$ cat config.mk
export PLATFORM = sky130hd
export DESIGN_NAME = ddc_front
export DESIGN_NICKNAME = d
export VERILOG_FILES = /design/src/ddc_front_pkg.sv /design/src/ddc_skid_buf.sv /design/src/ddc_front.sv
export SDC_FILE = /design/constraint.sdc
export NUM_CORES = 1
export LEC_CHECK = 0
export BUFFER_PORTS_ARGS = -buffer_cell sky130_fd_sc_hd__buf_2
export CAP_MARGIN = 20
export CORE_MARGIN = 2
export CORE_UTILIZATION = 30
export CTS_BUF_LIST = sky130_fd_sc_hd__clkbuf_4
export CTS_CLUSTER_DIAMETER = 60
export CTS_CLUSTER_SIZE = 10
export DETAILED_ROUTE_END_ITERATION = 12
export GPL_TIMING_DRIVEN = 0
export SKIP_LAST_GASP = 1
export SYNTH_ARGS = -nofsm -noshare
export SYNTH_HDL_FRONTEND = slang
export SYNTH_HIERARCHICAL = 1
export SYNTH_SLANG_ARGS = --single-unit
$ cat constraint.sdc
create_clock -name clk_i -period 11.05 [get_ports clk_i]
set_clock_uncertainty 0.1 [all_clocks]
set_input_delay 0 -clock clk_i [delete_from_list [all_inputs] [get_ports clk_i]]
set_output_delay 0 -clock clk_i [all_outputs]
set_load 0.005 [all_outputs]
$ cat src/ddc_front_pkg.sv
/*
 Shared constants of the down-conversion front: register indices, field positions,
 reset values, mixer modes and datapath widths.
 Assumes nothing of its surroundings.
*/
package ddc_front_pkg;
    // Datapath widths
    localparam int unsigned SAMPLE_W = 16;
    localparam int unsigned OSC_W = 8;
    localparam int unsigned PROD_W = 24;
    localparam int unsigned WORD_W = 7;
    localparam int unsigned NUM_OSC = 3;
    localparam int unsigned BUF_W = 19;
    // Bus widths; byte address is four times the register index
    localparam int unsigned ADDR_W = 11;
    localparam int unsigned IDX_W = 9;
    localparam int unsigned DATA_W = 32;
    localparam int unsigned REG_W = 8;

    ////////////////////////////////////////////////////////////////////////////
    // Register indices
    localparam logic [8:0] IDX_OSC_DITHER [3] = '{9'h100, 9'h107, 9'h10e};
    localparam logic [8:0] IDX_OSC_FREQ [3] = '{9'h105, 9'h10c, 9'h113};
    localparam logic [8:0] IDX_OSC_PHASE [3] = '{9'h106, 9'h10d, 9'h114};
    localparam logic [8:0] IDX_MIX_SELECT = 9'h115;
    localparam logic [8:0] IDX_DATAPATH = 9'h116;

    ////////////////////////////////////////////////////////////////////////////
    // Fields and reset values
    localparam int unsigned DITHER_BIT = 0;
    localparam int unsigned WORD_MSB = 6;
    localparam int unsigned TONES_LSB = 5;
    localparam int unsigned TONES_MSB = 6;
    localparam int unsigned JSRC_BIT = 4;
    localparam int unsigned BURST_BIT = 2;
    localparam logic RST_DITHER = 1'h1;
    localparam logic [6:0] RST_WORD = 7'h00;
    localparam logic [1:0] RST_TONES = 2'h3;
    localparam logic RST_JSRC = 1'h0;
    localparam logic RST_BURST = 1'h1;

    typedef enum logic [1:0] {
        MIX_NORMAL = 2'b00,
        MIX_BYPASS = 2'b01,
        MIX_RSVD = 2'b10,
        MIX_TEST = 2'b11
    } mix_mode_t;

    // Test tone amplitude and dither generator seed
    localparam logic signed [15:0] TEST_CONST = 16'sh4000;
    localparam logic [7:0] LFSR_SEED = 8'h5a;
    localparam int unsigned PROD_LSB = 7;
    localparam logic [7:0] TRI_OFFSET = 8'h40;
endpackage : ddc_front_pkg

$ cat src/ddc_skid_buf.sv
/*
 Two-entry buffer with valid and ready on both sides.
 Assumes a single clock and a synchronous active-low reset.
*/
`timescale 1ns/10ps
`default_nettype none
module ddc_skid_buf #(
    parameter int unsigned W = 19
) (
    // Clock and reset
    input wire logic clk_i,
    input wire logic rst_n_i,
    // Fill side
    input wire logic [W-1:0] in_data_i,
    input wire logic in_valid_i,
    output logic in_ready_o,
    // Drain side
    output logic [W-1:0] out_data_o,
    output logic out_valid_o,
    input wire logic out_ready_i
);
    logic [W-1:0] head_ff;
    logic [W-1:0] tail_ff;
    logic head_v_ff;
    logic tail_v_ff;
    logic rdy_ff;
    logic [W-1:0] nxt_head;
    logic [W-1:0] nxt_tail;
    logic nxt_head_v;
    logic nxt_tail_v;
    logic push;
    logic pop;

    assign push = in_valid_i & rdy_ff;
    assign pop = head_v_ff & out_ready_i;
    assign in_ready_o = rdy_ff;
    assign out_data_o = head_ff;
    assign out_valid_o = head_v_ff;

    always_comb begin
        nxt_head = head_ff;
        nxt_tail = tail_ff;
        nxt_head_v = head_v_ff;
        nxt_tail_v = tail_v_ff;
        if (pop) begin
            if (tail_v_ff) begin
                nxt_head = tail_ff;
                nxt_tail = in_data_i;
                nxt_tail_v = push;
            end else begin
                nxt_head = in_data_i;
                nxt_head_v = push;
            end
        end else if (push) begin
            if (!head_v_ff) begin
                nxt_head = in_data_i;
                nxt_head_v = 1'b1;
            end else begin
                nxt_tail = in_data_i;
                nxt_tail_v = 1'b1;
            end
        end
    end

    always_ff @(posedge clk_i) begin
        if (!rst_n_i) begin
            head_v_ff <= 1'b0;
            tail_v_ff <= 1'b0;
            rdy_ff <= 1'b0;
            head_ff <= '0;
            tail_ff <= '0;
        end else begin
            head_v_ff <= nxt_head_v;
            tail_v_ff <= nxt_tail_v;
            // Full only when the second entry holds a word
            rdy_ff <= ~nxt_tail_v;
            head_ff <= nxt_head;
            tail_ff <= nxt_tail;
        end
    end
endmodule : ddc_skid_buf
`default_nettype wire

$ cat src/ddc_front.sv
/*
 Down-conversion front: three tone oscillators, the mixer, path selection and the
 register file on an Avalon-MM slave with waitrequest.
 Assumes samples arrive on clk_i with valid/ready and one master on the bus.
*/
`timescale 1ns/10ps
`default_nettype none
module ddc_front (
    // Clock and reset
    input wire logic clk_i,
    input wire logic rst_n_i,
    // Register bus
    input wire logic [10:0] avs_address_i,
    input wire logic avs_read_i,
    input wire logic avs_write_i,
    input wire logic [31:0] avs_writedata_i,
    input wire logic [3:0] avs_byteenable_i,
    output logic [31:0] avs_readdata_o,
    output logic avs_waitrequest_o,
    // Sample input
    input wire logic [15:0] sample_i,
    input wire logic sample_valid_i,
    output logic sample_ready_o,
    // Mixed output
    output logic [15:0] result_o,
    output logic result_gh_path_o,
    output logic [1:0] result_tone_o,
    output logic result_valid_o,
    input wire logic result_ready_i,
    // Static path state
    output logic j_raw_source_o
);
    ////////////////////////////////////////////////////////////////////////////
    // Registers
    logic [2:0] dither_on_ff;
    logic [6:0] tuning_word_ff [3];
    logic [6:0] phase_shift_ff [3];
    logic [6:0] phase_acc_ff [3];
    logic [1:0] mix_mode_ff;
    logic [1:0] tone_count_ff;
    logic j_input_source_select_ff;
    logic burst_select_ff;
    logic [1:0] tone_idx_ff;
    logic [7:0] lfsr_ff;
    logic wait_ff;
    logic [31:0] rdata_ff;

    logic [8:0] req_idx;
    logic req;
    logic wr_take;
    logic [7:0] rd_byte;
    logic addr_ok;
    logic push;
    logic buf_ready;
    logic [1:0] tones_eff;
    logic signed [7:0] osc_val [3];
    logic signed [7:0] osc_sel;
    logic signed [23:0] prod;
    logic signed [23:0] test_prod;
    logic [15:0] mixed;
    logic [15:0] path_data;
    logic [18:0] buf_in;
    logic [18:0] buf_out;

    ////////////////////////////////////////////////////////////////////////////
    // Bus decode: one wait state, then the answer
    assign req = avs_read_i | avs_write_i;
    assign req_idx = avs_address_i[ddc_front_pkg::ADDR_W-1:2];
    assign wr_take = avs_write_i & ~wait_ff & avs_byteenable_i[0] & addr_ok;

    always_comb begin
        rd_byte = 8'h00;
        addr_ok = (avs_address_i[1:0] == 2'b00);
        if (addr_ok) begin
            addr_ok = 1'b0;
            for (int i = 0; i < 3; i++) begin
                if (req_idx == ddc_front_pkg::IDX_OSC_DITHER[i]) begin
                    rd_byte = {7'h00, dither_on_ff[i]};
                    addr_ok = 1'b1;
                end
                if (req_idx == ddc_front_pkg::IDX_OSC_FREQ[i]) begin
                    rd_byte = {1'b0, tuning_word_ff[i]};
                    addr_ok = 1'b1;
                end
                if (req_idx == ddc_front_pkg::IDX_OSC_PHASE[i]) begin
                    rd_byte = {1'b0, phase_shift_ff[i]};
                    addr_ok = 1'b1;
                end
            end
            if (req_idx == ddc_front_pkg::IDX_MIX_SELECT) begin
                rd_byte = {6'h00, mix_mode_ff};
                addr_ok = 1'b1;
            end
            if (req_idx == ddc_front_pkg::IDX_DATAPATH) begin
                rd_byte = {1'b0, tone_count_ff, j_input_source_select_ff, 1'b0, burst_select_ff, 2'b00};
                addr_ok = 1'b1;
            end
        end
    end

    always_ff @(posedge clk_i) begin
        if (!rst_n_i) begin
            wait_ff <= 1'b1;
            rdata_ff <= 32'h00000000;
        end else begin
            wait_ff <= ~(req & wait_ff);
            if (req & wait_ff) begin
                rdata_ff <= {24'h000000, rd_byte};
            end
        end
    end

    ////////////////////////////////////////////////////////////////////////////
    // Register writes; only the documented bits are stored
    always_ff @(posedge clk_i) begin
        if (!rst_n_i) begin
            for (int i = 0; i < 3; i++) begin
                dither_on_ff[i] <= ddc_front_pkg::RST_DITHER;
                tuning_word_ff[i] <= ddc_front_pkg::RST_WORD;
                phase_shift_ff[i] <= ddc_front_pkg::RST_WORD;
            end
            mix_mode_ff <= ddc_front_pkg::MIX_NORMAL;
            tone_count_ff <= ddc_front_pkg::RST_TONES;
            j_input_source_select_ff <= ddc_front_pkg::RST_JSRC;
            burst_select_ff <= ddc_front_pkg::RST_BURST;
        end else if (wr_take) begin
            for (int i = 0; i < 3; i++) begin
                if (req_idx == ddc_front_pkg::IDX_OSC_DITHER[i]) begin
                    dither_on_ff[i] <= avs_writedata_i[ddc_front_pkg::DITHER_BIT];
                end
                if (req_idx == ddc_front_pkg::IDX_OSC_FREQ[i]) begin
                    tuning_word_ff[i] <= avs_writedata_i[ddc_front_pkg::WORD_MSB:0];
                end
                if (req_idx == ddc_front_pkg::IDX_OSC_PHASE[i]) begin
                    phase_shift_ff[i] <= avs_writedata_i[ddc_front_pkg::WORD_MSB:0];
                end
            end
            if (req_idx == ddc_front_pkg::IDX_MIX_SELECT) begin
                mix_mode_ff <= avs_writedata_i[1:0];
            end
            if (req_idx == ddc_front_pkg::IDX_DATAPATH) begin
                tone_count_ff <= avs_writedata_i[ddc_front_pkg::TONES_MSB:ddc_front_pkg::TONES_LSB];
                j_input_source_select_ff <= avs_writedata_i[ddc_front_pkg::JSRC_BIT];
                burst_select_ff <= avs_writedata_i[ddc_front_pkg::BURST_BIT];
            end
        end
    end

    ////////////////////////////////////////////////////////////////////////////
    // Oscillators: triangle from phase, dither on the lowest bit
    assign push = sample_valid_i & buf_ready;

    always_comb begin
        logic [6:0] ph;
        logic [5:0] tri_v;
        ph = 7'h00;
        tri_v = 6'h00;
        for (int i = 0; i < 3; i++) begin
            ph = 7'(phase_acc_ff[i] + phase_shift_ff[i]);
            tri_v = ph[6] ? ~ph[5:0] : ph[5:0];
            osc_val[i] = signed'(8'({1'b0, tri_v, 1'b0} - ddc_front_pkg::TRI_OFFSET));
            osc_val[i][0] = osc_val[i][0] ^ (dither_on_ff[i] & lfsr_ff[i]);
        end
    end

    always_ff @(posedge clk_i) begin
        if (!rst_n_i) begin
            for (int i = 0; i < 3; i++) begin
                phase_acc_ff[i] <= ddc_front_pkg::RST_WORD;
            end
            lfsr_ff <= ddc_front_pkg::LFSR_SEED;
        end else if (push) begin
            for (int i = 0; i < 3; i++) begin
                phase_acc_ff[i] <= 7'(phase_acc_ff[i] + tuning_word_ff[i]);
            end
            lfsr_ff <= {lfsr_ff[6:0], lfsr_ff[7] ^ lfsr_ff[5] ^ lfsr_ff[4] ^ lfsr_ff[3]};
        end
    end

    ////////////////////////////////////////////////////////////////////////////
    // Tone rotation; an invalid count of zero acts as one tone
    always_comb begin
        tones_eff = (tone_count_ff == 2'b00) ? 2'b01 : tone_count_ff;
        if (!burst_select_ff) begin
            tones_eff = 2'b01;
        end
    end

    always_ff @(posedge clk_i) begin
        if (!rst_n_i) begin
            tone_idx_ff <= 2'b00;
        end else if (wr_take && req_idx == ddc_front_pkg::IDX_DATAPATH) begin
            // restart rotation
            // Stale index could pick a tone beyond a smaller new count
            tone_idx_ff <= 2'b00;
        end else if (push) begin
            tone_idx_ff <= (2'(tone_idx_ff + 2'b01) >= tones_eff) ? 2'b00 : 2'(tone_idx_ff + 2'b01);
        end
    end

    assign osc_sel = osc_val[tone_idx_ff];
    assign prod = signed'(sample_i) * osc_sel;
    assign test_prod = ddc_front_pkg::TEST_CONST * osc_sel;

    ////////////////////////////////////////////////////////////////////////////
    // Mixer and path selection
    always_comb begin
        case (ddc_front_pkg::mix_mode_t'(mix_mode_ff))
            ddc_front_pkg::MIX_NORMAL: mixed = prod[22:7];
            ddc_front_pkg::MIX_BYPASS: mixed = sample_i;
            ddc_front_pkg::MIX_TEST: mixed = test_prod[22:7];
            // Reserved code gives silence rather than stale data
            default: mixed = 16'h0000;
        endcase
        path_data = mixed;
        if (!burst_select_ff && j_input_source_select_ff) begin
            path_data = sample_i;
        end
    end

    assign buf_in = {burst_select_ff, tone_idx_ff, path_data};

    // Receiver stall fills the buffer and holds off the source
    ddc_skid_buf #(
        .W(ddc_front_pkg::BUF_W)
    ) u_out_buf (
        .clk_i(clk_i),
        .rst_n_i(rst_n_i),
        .in_data_i(buf_in),
        .in_valid_i(sample_valid_i),
        .in_ready_o(buf_ready),
        .out_data_o(buf_out),
        .out_valid_o(result_valid_o),
        .out_ready_i(result_ready_i)
    );

    assign sample_ready_o = buf_ready;
    assign result_o = buf_out[15:0];
    assign result_tone_o = buf_out[17:16];
    assign result_gh_path_o = buf_out[18];
    assign avs_waitrequest_o = wait_ff;
    assign avs_readdata_o = rdata_ff;
    assign j_raw_source_o = j_input_source_select_ff;
endmodule : ddc_front
`default_nettype wire

==> out/metrics.csv, run 1 <==
metric,value,unit
RSZ-0062 raised after global routing,no,
count of final hold-check violations,0,
Async SR Flop Fraction,0,%
synthesized instance count,1333,
worst path arrival time,9.93,ns
# IOs,124,
"FF+latch count, synth",131,
first-pass GRT wire length,52.7,mm
area taken by multi-input logic gates,8090,um^2
1st-pass router iterations,5,
r2r worst-path depth,30,
DIE HEIGHT,207,um
Worst-path clk slew,0.13,ns
setup_tns,0,ns
Critical Path RT,11.39,ns
Mean Syn Cell Area,9.27,um^2
vias in the first global route,9818,
worst min-delay path endpoint,mix_mode_ff[0],
hpwl dp,25.9,mm
Initial Utilization,30.3,%
post-route setup slack,1.46,ns
total CTS buffers,17,
status,finished clean,
Yosys warning count,6,
root buffer cell,clkbuf_4,
hold path depth,5,
share of the synthesized area in the top cell type,16.8,%
Clock Path Buffers,2,
clk sinks,131,
fmax,0.104,GHz
Synth top cells by count,"inv_1 (166), nand2_1 (111), and2_1 (110), fa_1 (104), ha_1 (79)",
die area,42900,um^2
Critical R2R Launch,phase_shift_ff[0][0],
max-cap viol count,0,
Synth area leader,fa_1,
Fillers,4225,
clock latency on the worst-skew pair,0.56,ns
CP most frequent cell,fa_1,
Area contributors post-synth,"fa_1 (17%), edfxtp_1 (15%), dfxtp_1 (11%)",
critical setup path kind,reg2reg,
Post-CTS Resized,0,
Placer Congestion,0.874,
IO buf count,54,
Tmin final,9.59,ns
Setup crit start kind,register,
GRT Total Usage,15.4,%
initial DRC count,705,
ys flop type,dfxtp_1,
CTS H-tree lvls,4,
Nets,1723,
Post-synth EDFFs,63,
flop2flop setup slack,1.46,ns
Core ar.,40700,um^2
share of cells above drive strength 1,12.1,%
FF/Latch Area,3250,um^2
final setup fails,0,
Worst R2R End,u_out_buf/out_data_o[14],
remaining antenna violation count,0,
"Remaining Overflow, GRT",0,
post-CTS setup repair buffer count,0,
Synth-to-Final Area Change,13.6,%
Worst path max stage delay,0.81,ns
"slowest stage cell, crit path",a31oi_1,
CTS Hold Buffers Added,33,
"Slew Viols, Final",0,
antenna violations before repair,1,
Tcrit/Tclk final,86.8,%
"Seq/Total Area, Yosys",26.3,%
Die X,207,um
total number of vias,9873,
min-delay src,avs_byteenable_i[0],
# rows,74,
Worst slew margin,28.8,%
Synth cell types,82,
DR WL met3,1.58,mm
DRC viols,0,
CTS tree,done,
met2 routed WL,15.7,mm
wl on met1,15.0,mm
Tightest Pin Transition,1.06,ns
CP Max Fanout,10,
wire length per cell,16.3,um
top layer used by detailed routing,met4,
largest net degree at the start of global routing,22,
Netlist Area Pre-Place,12400,um^2
Critical Path Sink Type,register,
DP Worst Slack,1.55,ns
WL final,33.0,mm
Vias/cell,4.89,
most common cell in the synthesized netlist,inv_1,
Worst Hold Class,in2reg,
[per-stage QoR]
| stage | instance area (um^2) | cells | util [%] | hold WS (ns) |
|---|---|---|---|---|
| floorplan | 12500 | 1357 | - | 0.0159 |
| global placement | 13400 | 1943 | 32.9 | 0.120 |
| detailed placement | 13400 | 1945 | 32.9 | 0.119 |
| CTS | 14000 | 2010 | 34.3 | 0.0226 |
| global route | 14000 | 2017 | 34.5 | 0.0637 |
| finish | 14000 | 2017 | 34.5 | 0.0722 |
[routing by layer]
| metal | up-vias | GRT usage, % |
|---|---|---|
| li1 | 4746 | - |
| met1 | 4802 | 20.7 |
| met2 | 279 | 26.1 |
| met3 | 46 | 1.49 |
| met4 | 0 | 4.70 |
| met5 | - | 0 |
[cell usage in the layout, fill, tap and decap left out, types with 33 or more instances in the layout]
cell type and instances:
nor2_1 71, nor3_1 36, dfxtp_1 68, buf_2 65
ha_1 79, a21oi_1 37, inv_1 166, xnor2_1 40
clkbuf_1 35, nand2_1 111, o21ai_0 44, edfxtp_1 63
fa_1 104, and2_1 110, dlygate4sd3_1 33
[how the worst max path moves through the flow]
stage | slack (ns) | from | end | depth (start not counted)
after floorplan | 3.21 | phase_shift_ff[0][0] | u_out_buf/out_data_o[14] | 30
after global placement | 1.62 | phase_shift_ff[0][0] | u_out_buf/out_data_o[14] | 30
after detailed placement | 1.55 | phase_shift_ff[0][0] | u_out_buf/out_data_o[14] | 30
after CTS | 1.49 | phase_shift_ff[0][0] | u_out_buf/out_data_o[14] | 30
after global routing | 0.87 | phase_shift_ff[0][0] | u_out_buf/out_data_o[14] | 31
final | 1.46 | phase_shift_ff[0][0] | u_out_buf/out_data_o[14] | 30
[layout make-up]
| class | instances | share of cell area, % |
|---|---|---|
| well taps | 532 | 4.74 |
| clock buffers | 17 | 0.908 |
| inverters | 170 | 4.54 |
| multi-input cells | 971 | 57.6 |
| diodes | 1 | 0.0178 |
| plain buffers | 85 | 3.33 |
| repair buffers | 95 | 4.77 |
| clock inverters | 15 | 0.926 |
| flip-flops and latches | 131 | 23.2 |
[cells by family (layout without fill, tap and decap cells)]
family,Yosys count,count (layout),share of synthesized area (%)
xor+xnor,62,62,4.56
mux,49,49,4.15
flops,131,131,26.3
other cells,1,26,0.0303
compound gates,223,223,12.7
fa+ha+maj,183,183,24.8
buf+inv,255,382,8.95
simple gates,429,429,18.4
[sequential cells by signal, summed over array words and instances, names as in the netlist, named ones only]
name,count
avs_waitrequest_o,1
lfsr_ff,8
phase_acc_ff,21
u_out_buf/in_ready_o,1
tone_idx_ff,2
u_out_buf/out_data_o,19
tone_count_ff,2
phase_shift_ff,21
u_out_buf/out_valid_o,1
dither_on_ff,3
tuning_word_ff,21
u_out_buf/tail_ff,19
avs_readdata_o,7
mix_mode_ff,2
j_raw_source_o,1
burst_select_ff,1
[critical path: cells and delay by family, from the launching register on]
family | cells | cell delay (ns)
simple gates | 8 | 1.26
fa+ha+maj | 7 | 3.06
buf+inv | 5 | 0.67
compound gates | 8 | 3.54
mux | 1 | 0.28
xor+xnor | 1 | 0.08
flops | 1 | 0.46
Power of run 1 is left out: the tool's default activity adds up to more than one toggle a clock period on the data nets, which glitch-free logic cannot reach.
==> inputs of run 2 (changes only) <==
==> constraint.sdc (replaced) <==
create_clock -name clk_i -period 7.91 [get_ports clk_i]
set_clock_uncertainty 0.1 [all_clocks]
set_input_delay 0 -clock clk_i [delete_from_list [all_inputs] [get_ports clk_i]]
set_output_delay 0 -clock clk_i [all_outputs]
set_load 0.005 [all_outputs]
==> out/metrics.csv, run 2 (synthesis gave the netlist of run 1 again) <==
metric,value,unit,change
clock latency on the worst-skew pair,0.56,ns,about the same
top layer used by detailed routing,met4,,
worst path arrival time,8.05,ns,-1.88 ns
largest net degree at the start of global routing,22,,unchanged
"Slew Viols, Final",0,,unchanged
share of cells above drive strength 1,18.3,%,+6.1 points
antenna violations before repair,1,,unchanged
DRC viols,0,,unchanged
root buffer cell,clkbuf_4,,
status,finished clean,,
remaining antenna violation count,0,,unchanged
DIE HEIGHT,207,um,unchanged
Inst Count DP,1945,,unchanged
WL final,34.0,mm,+3.0%
Critical Path RT,8.26,ns,-3.13 ns
Placer Congestion,0.874,,unchanged
# IOs,124,,unchanged
vias in the first global route,9979,,+1.6%
GRT Total Usage,15.6,%,+0.24 points
Clock Path Buffers,2,,unchanged
Finished Layout Cells,2050,,+1.6%
Worst Hold Class,in2reg,,
Fillers,4129,,-2.3%
hpwl dp,25.9,mm,unchanged
r2r worst-path depth,32,,+6.7%
1st-pass router iterations,5,,unchanged
Synth-to-Final Area Change,20.0,%,
Nets,1756,,+1.9%
Vias/cell,4.94,,+0.84%
Tmin final,7.70,ns,-1.89 ns
Tcrit/Tclk final,97.4,%,+11 points
Critical Path Sink Type,register,,
DP Worst Slack,-1.59,ns,-3.14 ns
DR WL met3,1.70,mm,+7.7%
IO buf count,54,,unchanged
Worst-path clk slew,0.12,ns,about the same
Die X,207,um,unchanged
first-pass GRT wire length,53.5,mm,+1.6%
CTS H-tree lvls,4,,unchanged
total CTS buffers,17,,unchanged
"slowest stage cell, crit path",fa_1,,
clk sinks,131,,unchanged
initial DRC count,729,,+3.4%
Largest regs,"phase_acc_ff (21), phase_shift_ff (21), tuning_word_ff (21)",,
CP Max Fanout,6,,-4
Setup crit start kind,register,,
Worst slew margin,37.4,%,+8.6 points
"Design Area, Final",14800,um^2,+5.6%
die area,42900,um^2,unchanged
critical setup path kind,reg2reg,,
"Remaining Overflow, GRT",0,,unchanged
area taken by multi-input logic gates,8520,um^2,+5.3%
max-cap viol count,0,,unchanged
post-route setup slack,0.209,ns,-1.25 ns
count of final hold-check violations,0,,unchanged
wire length per cell,16.6,um,+1.3%
Initial Utilization,30.3,%,unchanged
Worst path max stage delay,0.55,ns,-0.26 ns
placed instance area,13400,um^2,unchanged
Tightest Pin Transition,0.932,ns,-0.131 ns
FF/Latch Area,3250,um^2,unchanged
most frequent cells in the layout,"inv_1 (160), nand2_1 (110), and2_1 (109), fa_1 (101), ha_1 (69)",,
total number of vias,10119,,+2.5%
final setup fails,0,,unchanged
Core ar.,40700,um^2,unchanged
"most common cell after layout, fill and taps aside",inv_1,,
# rows,74,,unchanged
met2 routed WL,16.3,mm,+4.1%
CTS tree,done,,
fmax,0.130,GHz,+24%
wl on met1,15.1,mm,+0.76%
hold path depth,5,,unchanged
setup_tns,0,ns,unchanged
[run 2: changes by cell type in the layout (fill, tap and decap cells not counted), moves of 6 or more]
cell / change
ha_1: -10
inv_1: -6
a21oi_1: -7
buf_4: +32
o21ai_0: -8
clkbuf_1: -7
ha_4: +7
[run 2: metrics by stage]
step | util, % | hold slack (ns)
2_1_floorplan | - | 0.0159
3_3_place_gp | 32.9 | 0.120
3_5_place_dp | 32.9 | 0.119
4_1_cts | 35.2 | 0.0226
5_1_grt | 36.4 | 0.0637
6_report | 36.4 | 0.0701
[run 2: per-layer routing]
metal	up-vias	GRT usage, %
met4	0	4.95
met2	291	26.6
li1	4812	-
met1	4962	20.9
met3	54	1.52
met5	-	0
[run 2: area by class of cell]
type / instances / area share [%]
multi-input combinational: 971 / 57.4
sequential: 131 / 21.9
timing repair buffer: 129 / 6.43
tap: 532 / 4.49
inverter: 170 / 4.34
buffer: 84 / 3.62
clock inverter: 15 / 0.877
clock buffer: 17 / 0.860
antenna: 1 / 0.0169
[run 2: critical path, delay by kind of cell, from the launching register on]
| family | cells | cell delay (ns) |
|---|---|---|
| muxes | 1 | 0.29 |
| and+or+nand+nor | 8 | 0.93 |
| xor gates and xnor gates | 2 | 0.24 |
| DFF | 1 | 0.42 |
| adders and majority gates | 7 | 2.90 |
| AOI/OAI and AO/OA | 8 | 2.27 |
| buffers and inverters | 6 | 0.42 |
[run 2: path summary, 6_finish.rpt]
kind                                                  to  slack (ns)                 start
worst max register to register  u_out_buf/out_data_o[14]        0.21  phase_shift_ff[0][0]
worst max-delay path            u_out_buf/out_data_o[14]        0.21  phase_shift_ff[0][0]
worst min register to register      u_out_buf/tail_ff[6]        0.37  u_out_buf/tail_ff[6]
worst min-delay path                      mix_mode_ff[0]        0.07   avs_byteenable_i[0]
[run 2: what timing repair did]
item / CTS / global route
buffers inserted: 17 / 17
cloned: 0 / 1
setup endpoints to repair: 31 / 19
endpoints found under the hold margin: 109 / 0
pin swaps: 18 / 45
hold buffers: 33 / 0
resized for setup: 51 / 68
Power of run 2 is left out for the same reason.
